--- src/logic/conv_ctrl_pkg.sv ---
// Shared constants and types for the converter control block.
package conv_ctrl_pkg;
    // Register indices on the plain register port.
    localparam logic [2:0] OFS_CTRL_FIRST = 3'h0;
    localparam logic [2:0] OFS_CTRL_SECOND = 3'h1;
    localparam logic [2:0] OFS_RESULT_HIGH = 3'h2;
    localparam logic [2:0] OFS_RESULT_LOW = 3'h3;
    localparam logic [2:0] OFS_IRQ_STATUS = 3'h4;
    localparam logic [2:0] OFS_IRQ_CLEAR = 3'h5;
    localparam logic [2:0] OFS_IRQ_ENABLE = 3'h6;
    localparam logic [2:0] OFS_PORT_DATA = 3'h7;

    // Field positions in the first control register.
    localparam int CF_CLK_LO = 6;
    localparam int CF_CHAN_LO = 3;
    localparam int CF_GO = 2;
    localparam int CF_ON = 0;
    // Field positions in the second control register.
    localparam int CS_JUSTIFY = 7;
    localparam int CS_CLK_HI = 6;
    localparam int CS_PCFG_LO = 0;
    // Interrupt register bits.
    localparam int IRQ_DONE = 0;
    localparam int IRQ_GLOBAL = 1;

    // Reset values.
    localparam logic [7:0] CTRL_FIRST_RST = 8'h00;
    localparam logic [7:0] CTRL_SECOND_RST = 8'h00;
    localparam logic [1:0] IRQ_EN_RST = 2'h0;

    // Conversion timing in bit periods.
    localparam logic [3:0] CONV_PERIODS = 4'hC;
    localparam logic [3:0] FIRST_RESOLVE = 4'h2;
    localparam logic [3:0] HOLDOFF_PERIODS = 4'h2;
    localparam int RESULT_BITS = 10;
    localparam logic [9:0] SAR_START = 10'h200;

    // Low select bits that pick the RC oscillator; the RC codes have bits 1:0 set.
    localparam logic [1:0] SEL_RC_LO = 2'h3;

    // Conversion sequencer states.
    typedef enum logic [2:0] {
        ST_IDLE = 3'b001,
        ST_CONVERT = 3'b010,
        ST_HOLDOFF = 3'b100
    } conv_state_t;

    // First control register as a carrier of its fields.
    typedef struct packed {
        logic [1:0] clk_lo;
        logic [2:0] chan;
        logic go;
        logic rsv;
        logic on;
    } ctrl_first_t;

    // Second control register as a carrier of its fields.
    typedef struct packed {
        logic justify;
        logic clk_hi;
        logic [1:0] rsv;
        logic [3:0] pcfg;
    } ctrl_second_t;
endpackage : conv_ctrl_pkg

--- src/logic/conv_ctrl.sv ---
// Control logic of a 10-bit successive-approximation converter with register port.
`timescale 1ns/1ps
module conv_ctrl #(
    parameter int CHANNELS = 8
) (
    input wire logic CLK_SYS_I,
    input wire logic RST_I,
    input wire logic [2:0] ADDR_I,
    input wire logic [7:0] WDATA_I,
    input wire logic WR_I,
    input wire logic RD_I,
    output logic [7:0] RDATA_O,
    output logic IRQ_O,
    input wire logic RC_OSC_I,
    input wire logic COMP_I,
    input wire logic [CHANNELS-1:0] PIN_LEVEL_I,
    input wire logic [CHANNELS-1:0] PIN_DIRECTION_I,
    output logic [2:0] CHANNEL_O,
    output logic HOLD_CONNECT_O,
    output logic CONVERT_DRIVEN_O,
    output logic [9:0] TRIAL_CODE_O
);
    // Refuse a channel count that the port configuration table cannot serve.
    if (CHANNELS != 8) begin : g_chan_check
        $error("CHANNELS must be 8 to match the port configuration table");
    end

    conv_ctrl_pkg::ctrl_first_t ctrl_first_r;
    conv_ctrl_pkg::ctrl_second_t ctrl_second_r;
    conv_ctrl_pkg::conv_state_t state_r;
    conv_ctrl_pkg::conv_state_t state_nxt;
    logic [9:0] result_r;
    logic [9:0] sar_r;
    logic [3:0] period_cnt_r;
    logic [3:0] period_nxt;
    logic done_flag_r;
    logic [1:0] irq_en_r;
    logic [CHANNELS-1:0] pin_s1_r;
    logic [CHANNELS-1:0] pin_s2_r;
    logic [CHANNELS-1:0] pin_s3_r;
    logic [CHANNELS-1:0] pin_stable_r;
    logic comp_s1_r;
    logic comp_s2_r;
    logic comp_s3_r;
    logic comp_stable_r;
    logic tick;
    logic run;
    logic wr_first;
    logic go_clear_wr;
    logic conv_end;
    logic abort;
    logic [7:0] res_high;
    logic [7:0] res_low;
    logic [7:0] rd_mux;

    // Port configuration code to mask of pins that are not digital.
    function automatic logic [7:0] analog_mask(input logic [3:0] pcfg);
        case (pcfg)
            4'h0, 4'h1, 4'h8: analog_mask = 8'hFF;
            4'h2, 4'h3, 4'hC: analog_mask = 8'h1F;
            4'h4, 4'h5: analog_mask = 8'h0B;
            4'h6, 4'h7: analog_mask = 8'h00;
            4'h9, 4'hA, 4'hB: analog_mask = 8'h3F;
            4'hD: analog_mask = 8'h0F;
            4'hE: analog_mask = 8'h01;
            4'hF: analog_mask = 8'h0D;
            default: analog_mask = 8'h00;
        endcase
    endfunction : analog_mask

    assign wr_first = WR_I && (ADDR_I == conv_ctrl_pkg::OFS_CTRL_FIRST);
    assign go_clear_wr = wr_first && !WDATA_I[conv_ctrl_pkg::CF_GO];
    // A cut conversion restarts the divider, so the holdoff spans two full periods with a divided clock but may be one period short with the RC clock.
    assign run = (state_r != conv_ctrl_pkg::ST_IDLE) && !abort;
    assign conv_end = (state_r == conv_ctrl_pkg::ST_CONVERT) && tick
        && (period_nxt == conv_ctrl_pkg::CONV_PERIODS);
    assign abort = (state_r == conv_ctrl_pkg::ST_CONVERT) && !conv_end
        && (go_clear_wr || !ctrl_first_r.on);
    assign period_nxt = period_cnt_r + 4'h1;

    bit_period_gen #(
        .DIV_BITS(7)
    ) u_bit_period (
        .clk_i(CLK_SYS_I),
        .rst_i(RST_I),
        .run_i(run),
        .sel_i({ctrl_second_r.clk_hi, ctrl_first_r.clk_lo}),
        .rc_osc_i(RC_OSC_I),
        .tick_o(tick)
    );

    // Three-stage synchronisers for the pin levels and the comparator.
    always_ff @(posedge CLK_SYS_I) begin
        pin_s1_r <= PIN_LEVEL_I;
        pin_s2_r <= pin_s1_r;
        pin_s3_r <= pin_s2_r;
        comp_s1_r <= COMP_I;
        comp_s2_r <= comp_s1_r;
        comp_s3_r <= comp_s2_r;
    end

    // Filtered levels follow once the last two stages agree.
    always_ff @(posedge CLK_SYS_I) begin
        if (RST_I) begin
            pin_stable_r <= '0;
            comp_stable_r <= 1'b0;
        end else begin
            for (int i = 0; i < CHANNELS; i++) begin
                if (pin_s2_r[i] == pin_s3_r[i]) begin
                    pin_stable_r[i] <= pin_s3_r[i];
                end
            end
            if (comp_s2_r == comp_s3_r) begin
                comp_stable_r <= comp_s3_r;
            end
        end
    end

    // Sequencer next state.
    always_comb begin
        state_nxt = state_r;
        case (state_r)
            conv_ctrl_pkg::ST_IDLE: begin
                if (ctrl_first_r.go && ctrl_first_r.on) begin
                    state_nxt = conv_ctrl_pkg::ST_CONVERT;
                end
            end
            conv_ctrl_pkg::ST_CONVERT: begin
                if (conv_end || abort || !ctrl_first_r.on) begin
                    state_nxt = conv_ctrl_pkg::ST_HOLDOFF;
                end
            end
            conv_ctrl_pkg::ST_HOLDOFF: begin
                if (tick && period_nxt == conv_ctrl_pkg::HOLDOFF_PERIODS) begin
                    state_nxt = conv_ctrl_pkg::ST_IDLE;
                end
            end
            default: state_nxt = conv_ctrl_pkg::ST_IDLE;
        endcase
    end

    // Sequencer state register.
    always_ff @(posedge CLK_SYS_I) begin
        if (RST_I) begin
            state_r <= conv_ctrl_pkg::ST_IDLE;
        end else begin
            state_r <= state_nxt;
        end
    end

    // Bit-period counter restarts on every state change.
    always_ff @(posedge CLK_SYS_I) begin
        if (RST_I || state_nxt != state_r) begin
            period_cnt_r <= 4'h0;
        end else if (tick) begin
            period_cnt_r <= period_nxt;
        end
    end

    // Successive approximation: periods two to eleven each settle one bit.
    always_ff @(posedge CLK_SYS_I) begin
        if (RST_I || state_r != conv_ctrl_pkg::ST_CONVERT) begin
            sar_r <= conv_ctrl_pkg::SAR_START;
        end else if (tick && period_nxt >= conv_ctrl_pkg::FIRST_RESOLVE
                && period_nxt < conv_ctrl_pkg::CONV_PERIODS) begin
            for (int b = 0; b < conv_ctrl_pkg::RESULT_BITS; b++) begin
                if (4'(11 - b) == period_nxt) begin
                    sar_r[b] <= comp_stable_r;
                    if (b > 0) begin
                        sar_r[b-1] <= 1'b1;
                    end
                end
            end
        end
    end

    // Result has no reset; loaded only at normal completion.
    always_ff @(posedge CLK_SYS_I) begin
        if (conv_end) begin
            result_r <= sar_r;
        end
    end

    // First control register; start bit cleared by hardware on completion.
    always_ff @(posedge CLK_SYS_I) begin
        if (RST_I) begin
            ctrl_first_r <= conv_ctrl_pkg::CTRL_FIRST_RST;
        end else begin
            if (wr_first) begin
                ctrl_first_r <= WDATA_I;
                ctrl_first_r.rsv <= 1'b0;
            end
            if (conv_end || (state_r == conv_ctrl_pkg::ST_CONVERT && !ctrl_first_r.on)) begin
                ctrl_first_r.go <= 1'b0;
            end
        end
    end

    // Second control register holds top select bit.
    always_ff @(posedge CLK_SYS_I) begin
        if (RST_I) begin
            ctrl_second_r <= conv_ctrl_pkg::CTRL_SECOND_RST;
        end else if (WR_I && ADDR_I == conv_ctrl_pkg::OFS_CTRL_SECOND) begin
            ctrl_second_r <= WDATA_I & 8'hCF;
        end
    end

    // Done flag: completion wins over clear.
    always_ff @(posedge CLK_SYS_I) begin
        if (RST_I) begin
            done_flag_r <= 1'b0;
        end else if (conv_end) begin
            done_flag_r <= 1'b1;
        end else if (WR_I && ADDR_I == conv_ctrl_pkg::OFS_IRQ_CLEAR
                && WDATA_I[conv_ctrl_pkg::IRQ_DONE]) begin
            done_flag_r <= 1'b0;
        end
    end

    // Interrupt enable register.
    always_ff @(posedge CLK_SYS_I) begin
        if (RST_I) begin
            irq_en_r <= conv_ctrl_pkg::IRQ_EN_RST;
        end else if (WR_I && ADDR_I == conv_ctrl_pkg::OFS_IRQ_ENABLE) begin
            irq_en_r <= WDATA_I[1:0];
        end
    end

    always_ff @(posedge CLK_SYS_I) begin
        if (RST_I) begin
            IRQ_O <= 1'b0;
        end else begin
            IRQ_O <= done_flag_r && irq_en_r[conv_ctrl_pkg::IRQ_DONE]
                && irq_en_r[conv_ctrl_pkg::IRQ_GLOBAL];
        end
    end

    assign res_high = ctrl_second_r.justify ? {6'h00, result_r[9:8]} : result_r[9:2];
    assign res_low = ctrl_second_r.justify ? result_r[7:0] : {result_r[1:0], 6'h00};

    // Read data selection.
    always_comb begin
        case (ADDR_I)
            conv_ctrl_pkg::OFS_CTRL_FIRST: rd_mux = ctrl_first_r;
            conv_ctrl_pkg::OFS_CTRL_SECOND: rd_mux = ctrl_second_r;
            conv_ctrl_pkg::OFS_RESULT_HIGH: rd_mux = res_high;
            conv_ctrl_pkg::OFS_RESULT_LOW: rd_mux = res_low;
            conv_ctrl_pkg::OFS_IRQ_STATUS: rd_mux = {7'h00, done_flag_r};
            conv_ctrl_pkg::OFS_IRQ_ENABLE: rd_mux = {6'h00, irq_en_r};
            conv_ctrl_pkg::OFS_PORT_DATA: rd_mux = pin_stable_r & ~analog_mask(ctrl_second_r.pcfg);
            default: rd_mux = 8'h00;
        endcase
    end

    // Read data stand in the cycle after the strobe only.
    always_ff @(posedge CLK_SYS_I) begin
        if (RST_I || !RD_I) begin
            RDATA_O <= 8'h00;
        end else begin
            RDATA_O <= rd_mux;
        end
    end

    // Analog front-end controls.
    always_ff @(posedge CLK_SYS_I) begin
        if (RST_I) begin
            CHANNEL_O <= 3'h0;
            HOLD_CONNECT_O <= 1'b0;
            CONVERT_DRIVEN_O <= 1'b0;
            TRIAL_CODE_O <= 10'h000;
        end else begin
            CHANNEL_O <= ctrl_first_r.chan;
            HOLD_CONNECT_O <= ctrl_first_r.on && state_nxt == conv_ctrl_pkg::ST_IDLE;
            CONVERT_DRIVEN_O <= !PIN_DIRECTION_I[ctrl_first_r.chan];
            TRIAL_CODE_O <= sar_r;
        end
    end
endmodule : conv_ctrl

--- src/logic/bit_period_gen.sv ---
// Bit-period tick generator: system clock divider or synchronised RC oscillator.
`timescale 1ns/1ps
module bit_period_gen #(
    parameter int DIV_BITS = 7
) (
    input wire logic clk_i,
    input wire logic rst_i,
    input wire logic run_i,
    input wire logic [2:0] sel_i,
    input wire logic rc_osc_i,
    output logic tick_o
);
    // Refuse a counter too narrow for the slowest ratio.
    if (DIV_BITS < 7) begin : g_div_check
        $error("DIV_BITS too small for a divide by 64");
    end

    logic [DIV_BITS-1:0] div_cnt_r;
    logic [DIV_BITS-1:0] div_last;
    logic rc_s1_r;
    logic rc_s2_r;
    logic rc_s3_r;
    logic rc_stable_r;
    logic rc_rise;
    logic use_rc;

    // Codes 000,100,001,101,010,110 give 2,4,8,16,32,64 oscillator periods; x11 picks the RC oscillator.
    assign use_rc = (sel_i[1:0] == conv_ctrl_pkg::SEL_RC_LO);
    assign div_last = DIV_BITS'((2 << (sel_i[2] + 2 * sel_i[1:0]) >> 1) * 2 - 1);

    // Three-stage synchroniser for the free-running RC oscillator.
    always_ff @(posedge clk_i) begin
        rc_s1_r <= rc_osc_i;
        rc_s2_r <= rc_s1_r;
        rc_s3_r <= rc_s2_r;
    end

    // Accept RC level once stages agree.
    always_ff @(posedge clk_i) begin
        if (rst_i) begin
            rc_stable_r <= 1'b0;
        end else if (rc_s2_r == rc_s3_r) begin
            rc_stable_r <= rc_s3_r;
        end
    end

    assign rc_rise = (rc_s2_r == rc_s3_r) && rc_s3_r && !rc_stable_r;

    always_ff @(posedge clk_i) begin
        if (rst_i || !run_i) begin
            div_cnt_r <= '0;
            tick_o <= 1'b0;
        end else if (use_rc) begin
            div_cnt_r <= '0;
            tick_o <= rc_rise;
        end else if (div_cnt_r == div_last) begin
            div_cnt_r <= '0;
            tick_o <= 1'b1;
        end else begin
            div_cnt_r <= div_cnt_r + 1'b1;
            tick_o <= 1'b0;
        end
    end
endmodule : bit_period_gen

--- config.mk ---
export PLATFORM = sky130hd
export DESIGN_NAME = conv_ctrl
export DESIGN_NICKNAME = d
export VERILOG_FILES = /design/src/logic/conv_ctrl_pkg.sv /design/src/logic/conv_ctrl.sv /design/src/logic/bit_period_gen.sv
export SDC_FILE = /design/constraint.sdc
export NUM_CORES = 1
export LEC_CHECK = 0
export BUFFER_PORTS_ARGS = -buffer_cell sky130_fd_sc_hd__buf_2
export CAP_MARGIN = 10
export CORE_MARGIN = 3
export CORE_UTILIZATION = 50
export DETAILED_ROUTE_END_ITERATION = 8
export PLACE_DENSITY = 0.7
export SETUP_SLACK_MARGIN = 0.02
export SLEW_MARGIN = 20
export SYNTH_ARGS = -nofsm -noshare
export SYNTH_HDL_FRONTEND = slang
export SYNTH_HIERARCHICAL = 1
export SYNTH_SLANG_ARGS = --single-unit
--- constraint.sdc ---
create_clock -name CLK_SYS_I -period 4.4 [get_ports CLK_SYS_I]
set_input_delay 0.44 -clock CLK_SYS_I [delete_from_list [all_inputs] [get_ports CLK_SYS_I]]
set_output_delay 0.44 -clock CLK_SYS_I [all_outputs]
set_load 0.02 [all_outputs]
==> flow_metrics.env, run 1 <==
export IMPL_cts_path_max_buffers=2
export IMPL_routabilityCongestion=0.898
export IMPL_status="completed"
export IMPL_wl_met2_um=5490
export IMPL_routed_top_layer="met4"
export IMPL_wire_per_inst_um=16.1
export IMPL_slew_headroom_pct=32.6
export IMPL_finalCritPeriodShare_pct=60.5
export IMPL_dr_pass1_iters=4
export IMPL_cts_made_buffers=17
export IMPL_cp_startpoint="period_cnt_r[1]"
export IMPL_port_buffers=56
export IMPL_core_area_um2=9420
export IMPL_area_growth_pct=17.8
export IMPL_overflow=0
export IMPL_crit_end="u_bit_period/div_cnt_r[1]"
export IMPL_crit_chain="ha_1, and4b_1, a21oi_1, or3_1, a21oi_1, nand2b_1, a21o_2, inv_1, nand2_1, nor2_1"
export IMPL_setup_slack_ns=1.74
export IMPL_first_global_vias=3722
export IMPL_fmax_mhz=376
export IMPL_synth_edf_count=10
export IMPL_start_kind="register"
export IMPL_r2r_end="u_bit_period/div_cnt_r[1]"
export IMPL_yosysWarnings=6
export IMPL_synth_top_area_cell="dfxtp_1"
export IMPL_finalClockSkew_ns=0.00688
export IMPL_die_area_um2=11100
export IMPL_async_flop_share_pct=0
export IMPL_cp_top_family="simple AND/OR/NAND/NOR gates"
export IMPL_ys_seq_elements=122
export IMPL_post_cts_resized=0
export IMPL_slowest_delay_ns=0.56
export IMPL_setup_violations_final=0
export IMPL_floorplan_rows=35
export IMPL_rsz0062_at_grt="no"
export IMPL_finalWirelength_um=11200
export IMPL_root_buffer="clkbuf_8"
export IMPL_cts_setup_buffers=0
export IMPL_r2r_start="period_cnt_r[1]"
export IMPL_critPathSlowestCell="ha_1"
export IMPL_worst_pin_slew_ns=1.01
export IMPL_cp_depth=10
export IMPL_drt_met1_wl_um=4770
export IMPL_final_area_um2=5810
export IMPL_grt_pass1_wl_um=18000
export IMPL_preCtsSetupSlack_ns=1.82
export IMPL_avgSynthCellArea_um2=9.87
export IMPL_netlist_area_leader_share_pct=45.4
export IMPL_postSynth_topFlopCell="dfxtp_1"
export IMPL_critical_path_buf_inv_count=1
export IMPL_yosysSeqAreaShare_pct=51.5
export IMPL_irDropWorstVdd_uv=195
export IMPL_antenna_found_initial=0
export IMPL_vias_per_cell=5.62
export IMPL_leakagePower_uw=0.00230
export IMPL_start_util_pct=52.4
export IMPL_hold_viol=0
export IMPL_clk_latency_ns=0.51
export IMPL_yosys_top_cells_area="dfxtp_1, edfxtp_1, a21oi_1, nand2_1, nor2b_1"
export IMPL_clkSinkCount=122
export IMPL_layout_drive_gt1_share_pct=20.6
export IMPL_wl_met3_um=649
export IMPL_grt_start_max_net_pins=52
export IMPL_crit_path_max_fanout=18
export IMPL_drt_iter0_markers=216
export IMPL_drtAntennaViolNets=0
export IMPL_ys_types=74
export IMPL_hold_buffers=0
export IMPL_hp_class="in2reg"
export IMPL_synth_area_um2=4930
export IMPL_crit_required_ns=4.85
export IMPL_fp_dieW_um=105
export IMPL_die_h_um=105
export IMPL_synth_top_cells_by_count="dfxtp_1, nand2_1, a21oi_1"
export IMPL_slew_viol_final=0
export IMPL_boundaryPins=57
export IMPL_period_minus_slack_ns=2.66
export IMPL_diodes=0
export IMPL_syn_num_nets=540
export IMPL_drc=0
export IMPL_r2r_setup_slack_ns=1.74
export IMPL_num_vias=3888
export IMPL_final_core_util_pct=61.8
export IMPL_cap_violations=0
export IMPL_cts_tree="built"
export IMPL_powerDensity_nw_per_um2=435
export IMPL_grtUsageTotal_pct=20.4
export IMPL_hpwlAfterDp_um=7780
export IMPL_path_clk_slew_ns=0.06
export IMPL_end_kind="register"
export IMPL_crit_top_cell="a21oi_1"
export IMPL_crit_arrival_ns=3.12
export IMPL_setup_tns_ns=0
export IMPL_synthCells=500
export IMPL_timing_hold_ws_ns=0.0209
export IMPL_crit_type="reg2reg"
export IMPL_final_nets=590
export IMPL_reg2reg_depth=10
export IMPL_htreeDepth=4
export IMPL_place_area_um2=5260
export IMPL_synth_most_common_cell="dfxtp_1"
logic make-up (layout without fill, tap and decap cells):
group,after synthesis,in the layout,synth area share (%)
adder cells (fa/ha/maj),7,7,1.77
multiplexers,13,13,3.27
flip-flops,122,122,51.5
AO/OA/AOI/OAI,131,131,18.0
buffers and inverters,48,111,4.34
XOR/XNOR,12,12,2.13
AND/OR/NAND/NOR,167,167,18.9
worst reg2reg max path: stages, from the launching register on:
cell      delay (ns)
dfxtp_1         0.50
ha_1            0.56
and4b_1         0.27
a21oi_1         0.07
or3_1           0.41
a21oi_1         0.16
nand2b_1        0.12
a21o_2          0.26
inv_1           0.12
nand2_1         0.07
nor2_1          0.07
layer usage:
layer	vias to the layer above	GRT usage (%)
li1	1909	-
met3	22	5.33
met1	1823	25.0
met2	134	34.1
met5	-	0
met4	0	8.53
state kept, by name (all words and copies together) (netlist names), 7 cells and up, named ones only:
signal                  cells
pin_s1_r                    8
sar_r                      10
result_r                   10
TRIAL_CODE_O               10
pin_s2_r                    8
ctrl_first_r                7
pin_stable_r                8
pin_s3_r                    8
RDATA_O                     8
u_bit_period/div_cnt_r      7
worst min-delay path by stage:
stage / start / cells past startpoint / to / slack [ns]
3_3_place_gp: comp_s1_r / 0 / comp_s2_r / 0.31
4_1_cts: PIN_LEVEL_I[1] / 1 / pin_s1_r[1] / 0.003
2_1_floorplan: comp_s1_r / 0 / comp_s2_r / 0.31
3_5_place_dp: comp_s1_r / 0 / comp_s2_r / 0.31
6_report: PIN_LEVEL_I[1] / 1 / pin_s1_r[1] / 0.02
5_1_grt: PIN_LEVEL_I[1] / 1 / pin_s1_r[1] / 0.001
cell usage in the layout, fill, tap and decap left out, types with 3 or more instances in the layout:
cell       instances
a32oi_1            8
nand2b_1           9
xnor2_1            4
a22o_1             3
clkbuf_16         16
ha_1               7
inv_1             21
a22oi_1            5
edfxtp_1          10
inv_6              6
a21o_1             4
nor2_1            21
nor3_1            10
xor2_1             8
o21ai_1            4
mux2i_1            6
and3_1             3
nand2_1           53
a21oi_1           45
dfxtp_1          112
nand3b_1           6
nand4_1            3
mux2_2             5
o31ai_1            3
inv_8              6
nor2b_1           16
nand3_1           12
nor3b_1            4
buf_2             56
nor4_1             4
o221a_2            3
o21ai_0           14
a211oi_1           6
and3b_1            3
o21a_1             3
o22ai_1            9
power breakdown:
group / leakage (uW) / switching [uW] / total (uW) / internal [uW]
clock network: 0.000272 / 558 / 1280 / 725
logic: 0.00103 / 50.7 / 86.6 / 35.9
registers: 0.000999 / 17.0 / 1160 / 1150
per-stage QoR:
stage,instances,total power [uW]
floorplan,500,1240
global placement,660,1270
detailed placement,660,1270
CTS,692,2560
global route,692,2620
finish,692,2530
layout make-up:
cell class	count	area [um2]
Multi-Input combinational cell	330	2180
Inverter	21	78.8
Sequential cell	122	2540
Clock buffer	17	414
Clock inverter	15	144
Tap cell	129	161
Fill cell	788	3600
Timing Repair Buffer	58	295
Note: power is estimated with default switching activity, not from simulation.
==> run 2, diff against run 1 <==
--- a/config.mk
+++ b/config.mk
@@ -5,12 +5,13 @@
 export SDC_FILE = /design/constraint.sdc
 export NUM_CORES = 1
 export LEC_CHECK = 0
+export ABC_AREA = 1
 export BUFFER_PORTS_ARGS = -buffer_cell sky130_fd_sc_hd__buf_2
 export CAP_MARGIN = 10
 export CORE_MARGIN = 3
 export CORE_UTILIZATION = 50
 export DETAILED_ROUTE_END_ITERATION = 8
-export PLACE_DENSITY = 0.7
+export PLACE_DENSITY = 0.73
 export SETUP_SLACK_MARGIN = 0.02
 export SLEW_MARGIN = 20
 export SYNTH_ARGS = -nofsm -noshare
==> constraint.sdc (replaced) <==
create_clock -name CLK_SYS_I -period 2.4 [get_ports CLK_SYS_I]
set_input_delay 0.24 -clock CLK_SYS_I [delete_from_list [all_inputs] [get_ports CLK_SYS_I]]
set_output_delay 0.24 -clock CLK_SYS_I [all_outputs]
set_load 0.02 [all_outputs]
==> run 2 against run 1 <==
Combinational power grew 120%; via count shrank 0.75%; count of clock-buffer cells in the layout grew 1; cell count grew 7.7%; non-clock buffer count grew 13; utilization grew 2.8 points; worst hold slack gained 0.0019 ns; design area shrank 1.8%; worst setup slack lost 1.3 ns; critical path depth grew 2; first-iteration DRC count shrank 23%; routed wire length shrank 8.9%; largest cell class unchanged.
==> flow_metrics.env, run 2 <==
export IMPL_status="completed"
export IMPL_met2_usage_pct=35.3
export IMPL_cap_violations=0
export IMPL_antenna_found_initial=0
export IMPL_die_area_um2=10400
export IMPL_finalWirelength_um=10200
export IMPL_grtUsageTotal_pct=21.1
export IMPL_port_buffers=56
export IMPL_floorplan_rows=34
export IMPL_leakagePower_uw=0.00243
export IMPL_htreeDepth=4
export IMPL_yosysWarnings=6
export IMPL_holdPathStages=3
export IMPL_finalClockSkew_ns=0.00764
export IMPL_reg2reg_depth=12
export IMPL_first_global_vias=3717
export IMPL_clkSinkCount=122
export IMPL_core_area_um2=8850
export IMPL_wire_per_inst_um=13.6
export IMPL_drtAntennaViolNets=0
export IMPL_irDropWorstVdd_uv=413
export IMPL_rsz0062_at_grt="no"
export IMPL_grtUsageMet3_pct=5.80
export IMPL_period_minus_slack_ns=2.01
export IMPL_cts_setup_buffers=0
export IMPL_async_flop_share_pct=0
export IMPL_boundaryPins=57
export IMPL_cts_made_buffers=17
export IMPL_area_growth_pct=24.1
export IMPL_ys_types=43
export IMPL_diodes=0
export IMPL_synth_top_area_cell="dfxtp_1"
export IMPL_seqPwrFrac_pct=44.7
export IMPL_drt_iter0_markers=166
export IMPL_die_h_um=102
export IMPL_num_vias=3859
export IMPL_final_nets=664
export IMPL_hpwlAfterDp_um=7120
export IMPL_ys_seq_elements=122
export IMPL_min_from="WDATA_I[5]"
export IMPL_powerDensity_nw_per_um2=837
export IMPL_end_kind="register"
export IMPL_setup_violations_final=0
export IMPL_cts_path_max_buffers=2
export IMPL_hp_class="in2reg"
export IMPL_p_sw_uw=1100
export IMPL_synth_area_um2=4600
export IMPL_finalCritPeriodShare_pct=83.7
export IMPL_slew_viol_final=0
export IMPL_r2r_start="period_cnt_r[1]"
export IMPL_crit_arrival_ns=2.46
export IMPL_postSynth_topFlopCell="dfxtp_1"
export IMPL_grt_start_max_net_pins=21
export IMPL_crit_path_max_fanout=7
export IMPL_p_comb_share_pct=3.9
export IMPL_layout_common_cells="dfxtp_1, nand2_1, nor2_1"
export IMPL_root_buffer="clkbuf_8"
export IMPL_hold_viol=0
export IMPL_crit_type="reg2reg"
export IMPL_synth_edf_count=10
export IMPL_synthCells=541
export IMPL_start_kind="register"
export IMPL_final_common_cell="dfxtp_1"
export IMPL_fmax_mhz=498
export IMPL_layout_drive_gt1_share_pct=18.2
export IMPL_cts_tree="built"
export IMPL_synth_top_cells_by_count="dfxtp_1, nand2_1, nor2_1"
export IMPL_fp_dieW_um=102
export IMPL_grt_pass1_wl_um=16900
export IMPL_synth_most_common_cell="dfxtp_1"
export IMPL_overflow=0
export IMPL_pwr_share_clk_pct=51.4
export IMPL_syn_num_nets=581
export IMPL_clk_latency_ns=0.52
export IMPL_avgSynthCellArea_um2=8.50
export IMPL_use_met1_pct=25.4
export IMPL_timing_hold_ws_ns=0.0228
export IMPL_setup_tns_ns=0
export IMPL_top_regs="TRIAL_CODE_O x10, result_r x10, sar_r x10"
export IMPL_p_int_uw=3680
export IMPL_path_clk_slew_ns=0.06
export IMPL_vias_per_cell=5.18
export IMPL_post_cts_resized=0
export IMPL_yosysSeqAreaShare_pct=55.3
export IMPL_routabilityCongestion=0.883
export IMPL_worst_pin_slew_ns=0.773
export IMPL_crit_required_ns=2.85
export IMPL_netlist_area_leader_share_pct=48.7
export IMPL_r2r_setup_slack_ns=0.39
export IMPL_r2r_end="u_bit_period/div_cnt_r[3]"
export IMPL_dr_pass1_iters=5
export IMPL_slew_headroom_pct=48.3
export IMPL_yosys_top_cells_area="dfxtp_1, nand2_1, edfxtp_1, nor2_1, inv_1"
export IMPL_p_sw_share_pct=22.9
export IMPL_start_util_pct=52.0
export IMPL_hold_path_end="ctrl_first_r[5]"
export IMPL_drc=0
export IMPL_top_usage_layer="met2"
## run 2: cell count changes in the layout (fill, tap and decap cells not counted), moves of 16 or more
cell and delta:
nor2_1 +55, nor2b_1 -16, nand2_1 +28, nand3_1 +17
o21ai_0 +24, inv_1 +46
## run 2: per-stage QoR
| step | utilization (%) | std cells | setup slack, ns | area (um2) | power (uW) |
|---|---|---|---|---|---|
| floorplan | - | 541 | 0.574 | 4600 | 2270 |
| global placement | 56.7 | 702 | 0.505 | 5020 | 2340 |
| detailed placement | 56.7 | 702 | 0.418 | 5020 | 2350 |
| CTS | 64.5 | 745 | 0.389 | 5710 | 4820 |
| global route | 64.5 | 745 | 0.109 | 5710 | 4920 |
| finish | 64.5 | 745 | 0.392 | 5710 | 4780 |
## run 2: power groups by stage
| stage | clock network (uW) | registers (uW) | logic, uW |
|---|---|---|---|
| detailed placement | 0 | 2180 | 171 |
| finish | 2460 | 2130 | 188 |
| global placement | 0 | 2170 | 167 |
| CTS | 2500 | 2130 | 187 |
| global route | 2580 | 2140 | 210 |
| floorplan | 0 | 2180 | 95.3 |
## run 2: final cells by class
type,instances,area (um2)
well taps,108,135
multi-input cells,337,1730
clock inverters,14,161
fillers,732,3140
clock buffers,18,418
inverters,75,299
flip-flops and latches,122,2540
repair buffers,71,420
## run 2: what timing repair did
item                       4_1_cts  5_1_grt
hold endpoints to repair        11        0
setup endpoints to repair        0        0
hold buffers                    11        0
## run 2: logic make-up (layout without fill, tap and decap cells)
group	Yosys count	in the layout	share of synthesized area (%)
mux	1	1	0.218
flops	122	122	55.3
fa+ha+maj	7	7	1.90
buf+inv	82	178	7.07
compound gates	105	105	13.0
simple gates	218	218	21.4
xor+xnor	6	6	1.14
## run 2: worst max path at each step
stage / start / endpoint / cells past startpoint / slack, ns
after floorplan: period_cnt_r[0] / u_bit_period/div_cnt_r[0] / 12 / 0.57
after global placement: period_cnt_r[1] / u_bit_period/div_cnt_r[5] / 12 / 0.51
after detailed placement: period_cnt_r[1] / u_bit_period/div_cnt_r[5] / 12 / 0.42
after CTS: period_cnt_r[1] / u_bit_period/div_cnt_r[3] / 12 / 0.39
after global routing: period_cnt_r[1] / u_bit_period/div_cnt_r[3] / 12 / 0.11
final: period_cnt_r[1] / u_bit_period/div_cnt_r[3] / 12 / 0.39
## run 2: worst max-delay path, cell delays in order (launching register included)
cell	delay [ns]
dfxtp_1	0.44
inv_1	0.10
ha_1	0.30
inv_1	0.08
nand3_1	0.07
nor2_1	0.13
nand3_2	0.15
a31oi_1	0.18
inv_1	0.05
nor2_1	0.09
and2_2	0.15
nand2_2	0.09
nor2_1	0.10
## run 2: layer usage
layer | part of all wire (%) | wire length [um]
met3 | 5.4 | 547
met2 | 48 | 4840
met1 | 45 | 4560
met5 | 0 | 0
met4 | 2.0 | 207
==> run 3, diff against run 2 <==
--- a/config.mk
+++ b/config.mk
@@ -5,7 +5,7 @@
 export SDC_FILE = /design/constraint.sdc
 export NUM_CORES = 1
 export LEC_CHECK = 0
-export ABC_AREA = 1
+export ABC_AREA = 0
 export BUFFER_PORTS_ARGS = -buffer_cell sky130_fd_sc_hd__buf_2
 export CAP_MARGIN = 10
 export CORE_MARGIN = 3
==> constraint.sdc (replaced) <==
create_clock -name CLK_SYS_I -period 1.7 [get_ports CLK_SYS_I]
set_input_delay 0.17 -clock CLK_SYS_I [delete_from_list [all_inputs] [get_ports CLK_SYS_I]]
set_output_delay 0.17 -clock CLK_SYS_I [all_outputs]
set_load 0.02 [all_outputs]
==> run 3 against run 2 <==
Power up 36%; utilization up 5.6 points; cell count up 2.6%; flip-flop and latch count unchanged; design area up 16%; non-clock buffer count up 59; highest routed layer unchanged; first-iteration DRC count up 83%; the flow now finishes with violations (setup timing).
==> flow_metrics.env, run 3 (synthesized netlist as in run 1, its figures left out) <==
export IMPL_status="finished with violations"
export IMPL_failed_checks="setup timing"
export IMPL_drtAntennaViolNets=0
export IMPL_diodes=0
export IMPL_wl_met3_um=813
export IMPL_drt_met1_wl_um=5310
export IMPL_place_area_um2=5710
export IMPL_core_area_um2=9420
export IMPL_fp_dieW_um=105
export IMPL_final_common_cell="dfxtp_1"
export IMPL_setup_tns_ns=-4.01
export IMPL_min_from="RST_I"
export IMPL_cp_startpoint="period_cnt_r[1]"
export IMPL_vias_per_cell=5.62
export IMPL_start_kind="register"
export IMPL_crit_chain="inv_4, ha_4, nand2b_4, or3_4, buf_4, buf_6, inv_6, clkbuf_16"
export IMPL_floorplan_rows=35
export IMPL_crit_type="reg2reg"
export IMPL_path_clk_slew_ns=0.06
export IMPL_port_buffers=56
export IMPL_finalClockSkew_ns=0.00784
export IMPL_cts_tree="built"
export IMPL_setup_violations_final=32
export IMPL_boundaryPins=57
export IMPL_end_kind="register"
export IMPL_critical_path_buf_inv_count=5
export IMPL_final_core_util_pct=70.1
export IMPL_clk_latency_ns=0.51
export IMPL_drc=0
export IMPL_leakagePower_uw=0.00265
export IMPL_routabilityCongestion=0.869
export IMPL_crit_arrival_ns=2.15
export IMPL_finalNonFillerCells=764
export IMPL_r2r_start="period_cnt_r[1]"
export IMPL_powerDensity_nw_per_um2=987
export IMPL_htreeDepth=4
export IMPL_overflow=0
export IMPL_irDropWorstVdd_uv=656
export IMPL_rsz0062_at_grt="yes"
export IMPL_hp_class="in2reg"
export IMPL_drt_iter0_markers=303
export IMPL_cts_made_buffers=17
export IMPL_dp_cells=709
export IMPL_cts_path_max_buffers=2
export IMPL_num_vias=4295
export IMPL_area_growth_pct=33.7
export IMPL_top_regs="TRIAL_CODE_O x10, result_r x10, sar_r x10"
export IMPL_grt_start_max_net_pins=27
export IMPL_slew_headroom_pct=55.5
export IMPL_finalWirelength_um=12700
export IMPL_grtUsageTotal_pct=23.7
export IMPL_hold_viol=0
export IMPL_layout_common_cells="dfxtp_1, buf_2, nand2_1"
export IMPL_slowest_delay_ns=0.40
export IMPL_cp_top_family="simple AND/OR/NAND/NOR gates"
export IMPL_routed_top_layer="met4"
export IMPL_setup_slack_ns=-0.227
export IMPL_cap_violations=0
export IMPL_hpwlAfterDp_um=8510
export IMPL_finalCritPeriodShare_pct=113
export IMPL_grt_pass1_wl_um=21200
export IMPL_die_area_um2=11100
export IMPL_clkSinkCount=122
export IMPL_root_buffer="clkbuf_8"
export IMPL_period_minus_slack_ns=1.93
export IMPL_worst_pin_slew_ns=0.663
export IMPL_layout_drive_gt1_share_pct=31.3
export IMPL_die_h_um=105
export IMPL_final_nets=662
export IMPL_dr_pass1_iters=5
export IMPL_antenna_found_initial=0
export IMPL_wire_per_inst_um=16.6
export IMPL_wl_met2_um=6250
export IMPL_slew_viol_final=0
export IMPL_fmax_mhz=519
export IMPL_crit_path_max_fanout=5
export IMPL_crit_required_ns=1.92
export IMPL_start_util_pct=52.4
export IMPL_final_area_um2=6600
export IMPL_first_global_vias=4478
export IMPL_critPathSlowestCell="or3_4"
[run 3: changes by cell type in the layout (fill, tap and decap cells not counted), moves of 6 or more]
cell / before / now
a21oi_1: 34 / 42
a32oi_1: 0 / 8
buf_4: 4 / 52
dlygate4sd3_1: 11 / 17
inv_1: 67 / 17
nand2_1: 81 / 53
nand2b_1: 0 / 8
nand3_1: 29 / 12
nor2_1: 76 / 21
nor2b_1: 0 / 16
o211ai_1: 9 / 1
o21ai_0: 38 / 14
[run 3: final timing paths]
check                       to  slack, ns  cells after the start
setup / recovery   result_r[1]      -0.23                      8
hold / removal    CHANNEL_O[0]       0.03                      2
setup reg to reg   result_r[1]      -0.23                      8
hold reg to reg    pin_s2_r[1]       0.32                      0
[run 3: power breakdown]
part           total [uW]  switching, uW  internal [uW]  leakage, uW
sequential           3000           40.8           2960      0.00100
combinational         283            150            133      0.00139
clock                3230           1290           1940     0.000261
total                6510           1480           5030      0.00265
[run 3: metal layers]
metal	vias to the layer above	track usage, %
met5	-	0
met3	33	5.88
li1	2062	-
met2	174	40.2
met1	2026	28.6
met4	0	9.93
[run 3: metrics by stage]
stage                     setup WS, ns  hold slack (ns)  power, uW
after floorplan                 -0.232            0.198       3200
after global placement          -0.154            0.272       3300
after detailed placement        -0.200            0.274       3310
after CTS                       -0.171           0.0220       6550
after global routing            -0.288           0.0322       6760
final                           -0.227           0.0311       6510
[run 3: timing repair]
item,in CTS,in global routing
hold endpoints to repair,19,0
hold buffers,17,0
pin swaps,6,3
cloned,0,1
buffers inserted,2,3
gates resized for setup,16,12
setup endpoints to repair,36,36
[run 3: layout make-up]
type	instances	area, um2
fill	681	2820
timing repair buffer	130	920
clock buffer	18	418
multi-input combinational	330	2330
inverter	21	88.8
clock inverter	14	125
sequential	122	2550
tap	129	161
